==> config.mk <==
export PLATFORM = sky130hd
export DESIGN_NAME = bwd_watchdog
export DESIGN_NICKNAME = d
export VERILOG_FILES = /design/src/design/bwd_pkg.sv /design/src/design/bwd_i2c_regs.sv /design/src/design/bwd_watchdog.sv
export SDC_FILE = /design/constraint.sdc
export NUM_CORES = 1
export LEC_CHECK = 0
export BUFFER_PORTS_ARGS = -buffer_cell sky130_fd_sc_hd__buf_2
export CAP_MARGIN = 20
export CORE_ASPECT_RATIO = 1.1
export CORE_MARGIN = 4
export CORE_UTILIZATION = 61
export CTS_CLUSTER_DIAMETER = 120
export DETAILED_ROUTE_END_ITERATION = 8
export PLACE_DENSITY_LB_ADDON = 0.1
export SKIP_LAST_GASP = 1
export SYNTH_ARGS = -nofsm -noshare
export SYNTH_HDL_FRONTEND = slang
export SYNTH_SLANG_ARGS = --single-unit
==> constraint.sdc <==
create_clock -name clk -period 4.85 [get_ports clk]
set_input_delay 0.97 -clock clk [delete_from_list [all_inputs] [get_ports clk]]
set_output_delay 0.97 -clock clk [all_outputs]
set_load 0.01 [all_outputs]
==> src/design/bwd_pkg.sv <==
// package of constants for the board watchdog timer
package bwd_pkg;
  // ****************************************
  // timing
  // ****************************************
  localparam int unsigned CLK_FREQ_HZ = 200_000_000;
  localparam int unsigned TICK_MS     = 200;
  localparam int unsigned TICK_CYCLES = CLK_FREQ_HZ / 1000 * TICK_MS;
  localparam int unsigned TICK_W      = 26;
  // ****************************************
  // field widths and limits
  // ****************************************
  localparam int unsigned TIMEOUT_W   = 16;
  localparam int unsigned DELAY_W     = 15;
  localparam logic [15:0] TIMEOUT_MAX = 16'hffff;
  localparam logic [14:0] DELAY_MAX   = 15'h7fff;
  // ****************************************
  // action encodings
  // ****************************************
  localparam logic ACTION_RESET = 1'h0;
  localparam logic ACTION_NMI   = 1'h1;
  // ****************************************
  // i2c-side register offsets
  // ****************************************
  localparam logic [7:0] OFS_TIMEOUT_LO = 8'h00;
  localparam logic [7:0] OFS_TIMEOUT_HI = 8'h01;
  localparam logic [7:0] OFS_DELAY_LO   = 8'h02;
  localparam logic [7:0] OFS_DELAY_HI   = 8'h03;
  localparam logic [7:0] OFS_ACTION     = 8'h04;
  localparam logic [7:0] OFS_COMMAND    = 8'h05;
  localparam logic [7:0] OFS_STATUS     = 8'h06;
  localparam logic [7:0] CMD_INIT       = 8'h01;
  localparam logic [7:0] CMD_TRIGGER    = 8'h02;
  // ****************************************
  // states
  // ****************************************
  typedef enum logic [1:0] {
    ST_IDLE  = 2'b00,
    ST_DELAY = 2'b01,
    ST_ARMED = 2'b11,
    ST_FIRED = 2'b10
  } bwd_state_t;
endpackage : bwd_pkg

==> src/design/bwd_i2c_regs.sv <==
// byte-wide register window fed by a generic i2c transaction engine
`timescale 1ns/10ps
`default_nettype none
module bwd_i2c_regs (
  // clock and reset
  input  wire logic        clk,
  input  wire logic        sys_rst,
  // byte access from i2c engine
  input  wire logic        i2cWrStb,
  input  wire logic        i2cRdStb,
  input  wire logic [7:0]  i2cAddr,
  input  wire logic [7:0]  i2cWrData,
  output logic      [7:0]  i2cRdData,
  // status to read back
  input  wire logic [1:0]  wdState,
  input  wire logic        wdFired,
  // staged settings and commands
  output logic      [15:0] stTimeout,
  output logic      [14:0] stDelay,
  output logic             stAction,
  output logic             i2cInit,
  output logic             i2cTrigger
);
  logic [15:0] timeout_reg;
  logic [14:0] delay_reg;
  logic        action_reg;
  logic [7:0]  rdData_reg;

  always_ff @(posedge clk) begin
    if (sys_rst) begin
      timeout_reg <= 16'h0000;
      delay_reg   <= 15'h0000;
      action_reg  <= 1'h0;
    end else if (i2cWrStb) begin
      unique case (i2cAddr)
        bwd_pkg::OFS_TIMEOUT_LO: timeout_reg[7:0]  <= i2cWrData;
        bwd_pkg::OFS_TIMEOUT_HI: timeout_reg[15:8] <= i2cWrData;
        bwd_pkg::OFS_DELAY_LO:   delay_reg[7:0]    <= i2cWrData;
        bwd_pkg::OFS_DELAY_HI:   delay_reg[14:8]   <= i2cWrData[6:0];
        bwd_pkg::OFS_ACTION:     action_reg        <= i2cWrData[0];
        default: ;
      endcase
    end
  end

  always_ff @(posedge clk) begin
    if (sys_rst) begin
      i2cInit    <= 1'h0;
      i2cTrigger <= 1'h0;
    end else begin
      i2cInit    <= i2cWrStb && i2cAddr == bwd_pkg::OFS_COMMAND
                    && i2cWrData == bwd_pkg::CMD_INIT;
      i2cTrigger <= i2cWrStb && i2cAddr == bwd_pkg::OFS_COMMAND
                    && i2cWrData == bwd_pkg::CMD_TRIGGER;
    end
  end

  // unmapped offsets read as zero
  always_ff @(posedge clk) begin
    if (sys_rst) begin
      rdData_reg <= 8'h00;
    end else if (i2cRdStb) begin
      unique case (i2cAddr)
        bwd_pkg::OFS_TIMEOUT_LO: rdData_reg <= timeout_reg[7:0];
        bwd_pkg::OFS_TIMEOUT_HI: rdData_reg <= timeout_reg[15:8];
        bwd_pkg::OFS_DELAY_LO:   rdData_reg <= delay_reg[7:0];
        bwd_pkg::OFS_DELAY_HI:   rdData_reg <= {1'h0, delay_reg[14:8]};
        bwd_pkg::OFS_ACTION:     rdData_reg <= {7'h00, action_reg};
        bwd_pkg::OFS_STATUS:     rdData_reg <= {5'h00, wdFired, wdState};
        default:                 rdData_reg <= 8'h00;
      endcase
    end
  end

  assign stTimeout = timeout_reg;
  assign stDelay   = delay_reg;
  assign stAction  = action_reg;
  assign i2cRdData = rdData_reg;
endmodule : bwd_i2c_regs
`default_nettype wire

==> src/design/bwd_watchdog.sv <==
// board watchdog timer core with firmware-call and i2c control paths
// Summary of operation
// - stay idle until start-up delay elapses
// - expiry gives reset (0) or NMI (1)
// - delay and timeout count 0.2 s units
// - 16-bit timeout; zero switches watchdog off
// - 15-bit delay; zero arms at once
// - control by calls and by i2c
`timescale 1ns/10ps
`default_nettype none
module bwd_watchdog #(
  // prescale cycles per 0.2 s unit; only a testbench shortens it
  parameter int unsigned TICK_CYC = bwd_pkg::TICK_CYCLES
) (
  // clock and reset
  input  wire logic        clk,
  input  wire logic        sys_rst,
  // firmware call port
  input  wire logic        initStb,
  input  wire logic [15:0] initTimeout,
  input  wire logic [15:0] initDelay,
  input  wire logic        initAction,
  input  wire logic        triggerStb,
  // i2c byte port
  input  wire logic        i2cWrStb,
  input  wire logic        i2cRdStb,
  input  wire logic [7:0]  i2cAddr,
  input  wire logic [7:0]  i2cWrData,
  output logic      [7:0]  i2cRdData,
  // outputs
  output logic             sysResetOut,
  output logic             nmiOut,
  output logic             armed,
  output logic             initDone
);
  // ****************************************
  // i2c register window
  // ****************************************
  logic [15:0] stTimeout;
  logic [14:0] stDelay;
  logic        stAction;
  logic        i2cInit;
  logic        i2cTrigger;
  bwd_pkg::bwd_state_t state_reg;
  logic        fired_reg;

  // staged bytes and command pulses land one cycle behind the call port
  bwd_i2c_regs uRegs (
    .clk        (clk),
    .sys_rst    (sys_rst),
    .i2cWrStb   (i2cWrStb),
    .i2cRdStb   (i2cRdStb),
    .i2cAddr    (i2cAddr),
    .i2cWrData  (i2cWrData),
    .i2cRdData  (i2cRdData),
    .wdState    (state_reg),
    .wdFired    (fired_reg),
    .stTimeout  (stTimeout),
    .stDelay    (stDelay),
    .stAction   (stAction),
    .i2cInit    (i2cInit),
    .i2cTrigger (i2cTrigger)
  );

  // ****************************************
  // merge the two control paths
  // ****************************************
  logic        doInit;
  logic        doTrig;
  logic [15:0] selTimeout;
  logic [14:0] selDelay;
  logic        selAction;
  logic        firstInit;
  logic        armTrig;

  // call port wins if both init in the same cycle
  assign doInit     = initStb | i2cInit;
  assign doTrig     = triggerStb | i2cTrigger;
  assign selTimeout = initStb ? initTimeout : stTimeout;
  assign selDelay   = initStb ? initDelay[14:0] : stDelay;
  assign selAction  = initStb ? initAction : stAction;

  // triggers outside supervision must not stretch the start-up delay
  assign armTrig    = doTrig && (state_reg == bwd_pkg::ST_ARMED);

  // ****************************************
  // 0.2 s tick prescaler
  // ****************************************
  localparam logic [25:0] TICK_LAST = 26'(TICK_CYC - 1);
  logic [25:0] pre_reg;
  logic        tick;

  assign tick = (pre_reg == TICK_LAST);

  // restarted by init and trigger so each unit is a full 0.2 s
  always_ff @(posedge clk) begin
    if (sys_rst || firstInit || armTrig || tick) begin
      pre_reg <= 26'h0000000;
    end else begin
      pre_reg <= pre_reg + 26'h0000001;
    end
  end

  // ****************************************
  // settings, latched once
  // ****************************************
  logic [15:0] timeout_reg;
  logic        action_reg;
  logic        init_reg;

  // repeated inits are dropped and must leave the timers alone
  assign firstInit = doInit && !init_reg;

  // later inits are ignored; only a reset reopens the settings
  always_ff @(posedge clk) begin
    if (sys_rst) begin
      timeout_reg <= 16'h0000;
      action_reg  <= bwd_pkg::ACTION_RESET;
      init_reg    <= 1'h0;
    end else if (firstInit) begin
      timeout_reg <= selTimeout;
      action_reg  <= selAction;
      init_reg    <= 1'h1;
    end
  end

  // ****************************************
  // state machine and counter
  // ****************************************
  // cnt_reg holds delay units first, then timeout units
  logic [15:0] cnt_reg;
  logic        expire;

  // a trigger in the expiry cycle wins
  assign expire = (state_reg == bwd_pkg::ST_ARMED) && !doTrig && tick
                  && (cnt_reg == 16'h0001);

  always_ff @(posedge clk) begin
    if (sys_rst) begin
      state_reg <= bwd_pkg::ST_IDLE;
      cnt_reg   <= 16'h0000;
    end else begin
      unique case (state_reg)
        bwd_pkg::ST_IDLE: begin
          if (firstInit) begin
            // zero timeout: settings kept, supervision never starts
            if (selTimeout == 16'h0000) begin
              state_reg <= bwd_pkg::ST_IDLE;
            end else if (selDelay == 15'h0000) begin
              state_reg <= bwd_pkg::ST_ARMED;
              cnt_reg   <= selTimeout;
            end else begin
              state_reg <= bwd_pkg::ST_DELAY;
              cnt_reg   <= {1'h0, selDelay};
            end
          end
        end
        bwd_pkg::ST_DELAY: begin
          // missing triggers do not matter here
          if (tick) begin
            if (cnt_reg == 16'h0001) begin
              state_reg <= bwd_pkg::ST_ARMED;
              cnt_reg   <= timeout_reg;
            end else begin
              cnt_reg <= cnt_reg - 16'h0001;
            end
          end
        end
        bwd_pkg::ST_ARMED: begin
          // reload also restarts the prescaler, so the first unit is whole
          if (doTrig) begin
            cnt_reg <= timeout_reg;
          end else if (tick) begin
            if (cnt_reg == 16'h0001) begin
              state_reg <= bwd_pkg::ST_FIRED;
            end else begin
              cnt_reg <= cnt_reg - 16'h0001;
            end
          end
        end
        bwd_pkg::ST_FIRED: begin
          // no trigger cancels an alarm; only sys_rst leaves
          state_reg <= bwd_pkg::ST_FIRED;
        end
      endcase
    end
  end

  // ****************************************
  // timeout action outputs
  // ****************************************
  // both held until sys_rst; the board reset is expected to clear us
  always_ff @(posedge clk) begin
    if (sys_rst) begin
      sysResetOut <= 1'h0;
      nmiOut      <= 1'h0;
      fired_reg   <= 1'h0;
    end else if (expire) begin
      sysResetOut <= (action_reg == bwd_pkg::ACTION_RESET);
      nmiOut      <= (action_reg == bwd_pkg::ACTION_NMI);
      fired_reg   <= 1'h1;
    end
  end

  // ****************************************
  // supervision status
  // ****************************************
  always_ff @(posedge clk) begin
    if (sys_rst) begin
      armed <= 1'h0;
    end else begin
      armed <= (state_reg == bwd_pkg::ST_ARMED);
    end
  end

  assign initDone = init_reg;
endmodule : bwd_watchdog
`default_nettype wire

**After elaboration in Yosys (flattened, before gate mapping)**

Index checks and enable logic that the tools add are counted.

- Shift operators: 0
- Bitwise logic cells: 3
- Div/mod/pow operators: 0
- Mux-type cells: 22
- Order comparisons: 0
- Equal/unequal tests: 22
- $mul: 0
- $add $sub $neg: 2
- Reduce and logical (&&, ||, !) cells: 25

Operators by type and width:

| cell | count |
|---|---|
| 2-to-1 mux 16 bit | 9 |
| one-hot mux 16 bit (3 select lines) | 1 |
| one-hot mux 8 bit (6 select lines) | 1 |
| adder 26 x 1 -> 26 bit, second input constant | 1 |
| equality test 26 bit, second input constant | 1 |
| equality test 8 x 2 -> 1 bit, second input constant | 3 |
| equality test 8 x 3 -> 1 bit, second input constant | 3 |
| equality test 16 x 1 -> 1 bit, second input constant | 1 |
| equality test 8 x 1 -> 1 bit, second input constant | 2 |
| logical NOT 16 bit | 1 |
| 2-to-1 mux 2 bit | 8 |
| subtractor 16 x 1 -> 16 bit, second input constant | 1 |
| logical NOT 15 bit | 1 |
| 2-to-1 mux 15 bit | 1 |
| != test 2 bit, second input constant | 6 |
| AND reduction 6 bit | 2 |
| AND reduction 2 bit | 5 |
| logical AND 1 bit | 8 |
| logical NOT 8 bit | 1 |
| one-hot mux 2 bit (4 select lines) | 1 |
| != test 3 bit, second input constant | 2 |
| equality test 2 bit, second input constant | 2 |
| logical OR 1 bit | 3 |
| nonzero test 3 bit | 1 |
| other kinds (7) | 9 |

- Register bits after elaboration: 108
- Input port bits: 55
- Memory bits (read-only): 0
- Output and inout bits: 12
- Memory bits (writable): 0
- Latch bits: 0
- Memories: 0
- Word-level logic and storage cells: 92

**Depth between registers and ports, before layout**

- Depth after elaboration: 6
- Depth in mapped cells: 9

**Hierarchy**

A second synthesis with hierarchy kept.

- Cells, all modules: 676
- Area total of the unflattened synthesis: 5,734.2 µm²

Modules (own cells, without submodules):

| module | times used | cells each | area each (µm²) | seq. area each (µm²) |
|---|---|---|---|---|
| bwd_watchdog | 1 | 487 | 3,839.9 | 1,321.3 |
| bwd_i2c_regs | 1 | 189 | 1,894.3 | 840.8 |

**Worst setup path before layout**

No wires, ideal clock.

- Path type: input-to-reg
- From: input initStb
- To: register cnt_reg[0]
- Path buffers: 2
- Setup slack: 1,810 ps
- Required time: 4,780 ps
- Stages: 8
- Data arrival time: 2,970 ps
- Path through: buf_6 or2_0 or4_1 a222oi_1 buf_4 a31oi_1 a2111o_1 a21oi_1

- Longest elaborated chain between the ends: 6
- Elaborated cells on any way between the ends: 13

RTL lines:

| item | line | source |
|---|---|---|
| start: declaration | bwd_watchdog.sv:19 | `input wire logic initStb,` |
| 2-to-1 mux 15 bit | bwd_watchdog.sv:80 | `assign selDelay = initStb ? initDelay[14:0] : stDelay;` |
| logical NOT 15 bit | bwd_watchdog.sv:149 | `end else if (selDelay == 15'h0000) begin` |
| 2-to-1 mux 16 bit | bwd_watchdog.sv:149 |  |
| 2-to-1 mux 16 bit | bwd_watchdog.sv:147 | `if (selTimeout == 16'h0000) begin` |
| 2-to-1 mux 16 bit | bwd_watchdog.sv:145 | `if (firstInit) begin` |
| one-hot mux 16 bit (3 select lines) | bwd_watchdog.sv:143 | `unique case (state_reg)` |
| end signal: assignment | bwd_watchdog.sv:151 | `cnt_reg <= selTimeout;` |
| end signal: assignment | bwd_watchdog.sv:154 | `cnt_reg <= {1'h0, selDelay};` |
| end signal: assignment | bwd_watchdog.sv:163 | `cnt_reg <= timeout_reg;` |
| end: declaration | bwd_watchdog.sv:131 | `logic [15:0] cnt_reg;` |

Several ways; a longest one is shown, not always the timed one. The select of a mux whose other input is x is not followed.
A chain may end at the register's enable or synchronous reset.

**Final worst setup path**

- From: input initStb
- To: register cnt_reg[7]

Same word-level chain as after synthesis.

==> flow_metrics.tcl <==
set metrics [dict create \
    synth_warnings 0 \
    holdWs_ns 0.467 \
    drtIter0Drc 332 \
    die_w_um 100 \
    place_hpwl_mm 11.3 \
    grtUsageTotal 0.291 \
    clock.fmax_ghz 0.283 \
    ir_drop_mv 0.165 \
    antenna_left 0 \
    totalWireLength_mm 15.1 \
    grt_antenna_before_repair 0 \
    hold_buffers 0 \
    cts_tree "built" \
    finalCriticalPeriod_ns 3.53 \
    cts_resized 0 \
    critical_path_class "in2reg" \
    cts.sinks 108 \
    start_util 0.634 \
    grt_pass1_vias 5030 \
    fin_crit_sh 0.728 \
    max_slew.worst_pin.slew_ns 0.868 \
    synth_ff_type "dfxtp_1" \
    portBuffers 65 \
    core-area_um2 8960 \
    grt_pass1_wl_mm 25.1 \
    vias 5259 \
    gr-total-overflow 0 \
    nNetsFinal 763 \
    slew_viol_final 0 \
    async_reset_ff_frac 0 \
    fillers 766 \
    viasPerCell 6.38 \
    p_leak_nw 2.66 \
    htree_levels 3 \
    cts-root-buf "clkbuf_8" \
    worst_slack_ns 1.32 \
    path_max_fanout 36 \
    outcome "finished, final reports clean" \
    cts_made_buffers 9 \
    preCtsSetupSlack_ns 1.01 \
    cts-root-to-sink-buffers 2 \
    netlist_area_um2 5680 \
    min-delay-path-class "reg2reg" \
    gp_congestion 0.915 \
    power_density_nw_per_um2 302 \
    grt_max_degree 48 \
    ys_types 61 \
    required_ns 5.17 \
    worstPathArrival_ns 3.85 \
    dieArea_um2 10900 \
    syn-instance-count 660 \
    ys_seq_area_frac 0.380 \
    largest_reg_flops 26 \
    synthToLayoutAreaGrowth_pct 9.97 \
    wire_per_inst_um 18.4 \
    finClkSkew_ns 0.0119 \
    syn-num-nets 718 \
    finalSetupViolCount 0 \
    die_h_um 109 \
    end_kind "register" \
    fin_setup_tns_ns 0 \
    worstSetupStartpointType "primary input" \
    synth_area_per_cell_um2 8.61 \
    drt_first_pass_iters 6 \
    insertion_delay_ns 0.38 \
    cts.clk_slew.worst_paths_ns 0.10 \
    finalHoldViolCount 0 \
    synth_edf_count 0 \
    slew-limit-headroom 0.416 \
    drv_cap 0 \
    rows 36 \
    grt_setup_unrepaired "no" \
    final_core_util 0.697 \
    yosys_register_bits 108 \
    diodes 0 \
    drive_gt1_frac 0.149 \
    drc 0 \
    pin_count 67 \
    post_cts_buffers 0 \
]
[worst paths after layout]
kind,from,endpoint,slack (ns),cells after the start
max reg2reg,cnt_reg[9],sysResetOut,2.02,6
min reg2reg,fired_reg,fired_reg,0.47,2
min,fired_reg,fired_reg,0.47,2
max,initStb,cnt_reg[7],1.32,7
[cells in the final DEF (no fill, tap or decap), types with 8 or more instances in the layout]
master / n
nand2b_1: 9
clkbuf_8: 12
buf_2: 65
a21oi_1: 25
nor4_1: 14
a211oi_1: 16
buf_4: 8
nand2_1: 29
o21ai_0: 14
xor2_1: 17
mux2i_1: 58
inv_1: 15
a31oi_1: 11
nor2_1: 106
a22o_1: 8
nor3_1: 22
nand3_1: 25
mux2_2: 9
xnor2_1: 15
dfxtp_1: 108
[power by group]
part / internal (mW) / total, mW / leakage (nW) / switching [mW]
sequential: 0.917 / 0.947 / 0.877 / 0.0304
combinational: 0.159 / 0.391 / 1.68 / 0.232
clock: 0.232 / 0.548 / 0.0994 / 0.315
[synthesized netlist by cell type, types with 4 or more instances]
| cell type | instances | area share |
|---|---|---|
| mux2i_1 | 58 | 0.10 |
| xor2_1 | 17 | 0.026 |
| a311oi_1 | 6 | 0.0092 |
| o2111ai_1 | 4 | 0.0062 |
| nand4_1 | 7 | 0.0077 |
| o21ai_0 | 14 | 0.012 |
| a31oi_1 | 11 | 0.012 |
| o21ai_1 | 7 | 0.0062 |
| nand2b_1 | 9 | 0.0099 |
| mux4_2 | 5 | 0.020 |
| xnor2_1 | 15 | 0.023 |
| and3_1 | 6 | 0.0066 |
| a21oi_1 | 25 | 0.022 |
| nor4_1 | 14 | 0.015 |
| a211oi_1 | 16 | 0.021 |
| nand3_1 | 25 | 0.022 |
| or3_1 | 6 | 0.0066 |
| a311o_1 | 4 | 0.0070 |
| and2_1 | 4 | 0.0044 |
| nand2_1 | 29 | 0.019 |
| nor2b_1 | 6 | 0.0066 |
| dfxtp_1 | 108 | 0.38 |
| clkbuf_1 | 35 | 0.023 |
| mux2_1 | 4 | 0.0079 |
| mux2_2 | 9 | 0.018 |
| nor3_1 | 22 | 0.019 |
| and4_1 | 6 | 0.0092 |
| a22o_1 | 8 | 0.012 |
| o22ai_1 | 5 | 0.0055 |
| or4_1 | 5 | 0.0066 |
| inv_1 | 15 | 0.0099 |
| nor2_1 | 107 | 0.071 |
[critical path, cell delays in order]
cell and delay [ns]:
buf_2 0.33, buf_4 0.44, a22oi_1 0.21, o41ai_1 0.79
a2bb2oi_1 0.36, a21oi_1 0.51, a22o_1 0.22
[metal layers]
metal / wire (um) / GRT usage
met1: 6590 / 0.385
met2: 6860 / 0.458
met3: 1100 / 0.0621
met4: 592 / 0.130
met5: 0 / 0
[through the flow]
step	power (mW)	cell area [um^2]	std cells
floorplan	1.24	5680	660
global placement	1.34	6050	807
detailed placement	1.35	6050	807
CTS	1.89	6240	823
global route	1.98	6250	824
finish	1.89	6250	824
[logic make-up after synthesis]
group,count (synthesis),synth area share
adders and majority gates,3,0.00661
xor gates and xnor gates,32,0.0493
muxes,76,0.148
DFF,108,0.380
AOI/OAI and AO/OA,125,0.152
and+or+nand+nor,262,0.226
buffers and inverters,54,0.0379
[layout make-up]
cell class	instances	area, um^2	share of cell area
clock inverter	4	30.0	0.00480
clock buffer	12	165	0.0264
tap	114	143	0.0228
timing repair buffer	73	385	0.0617
multi-input combinational	498	3310	0.529
sequential	108	2160	0.346
inverter	15	56.3	0.00901
(Power assumes the default switching activity.)
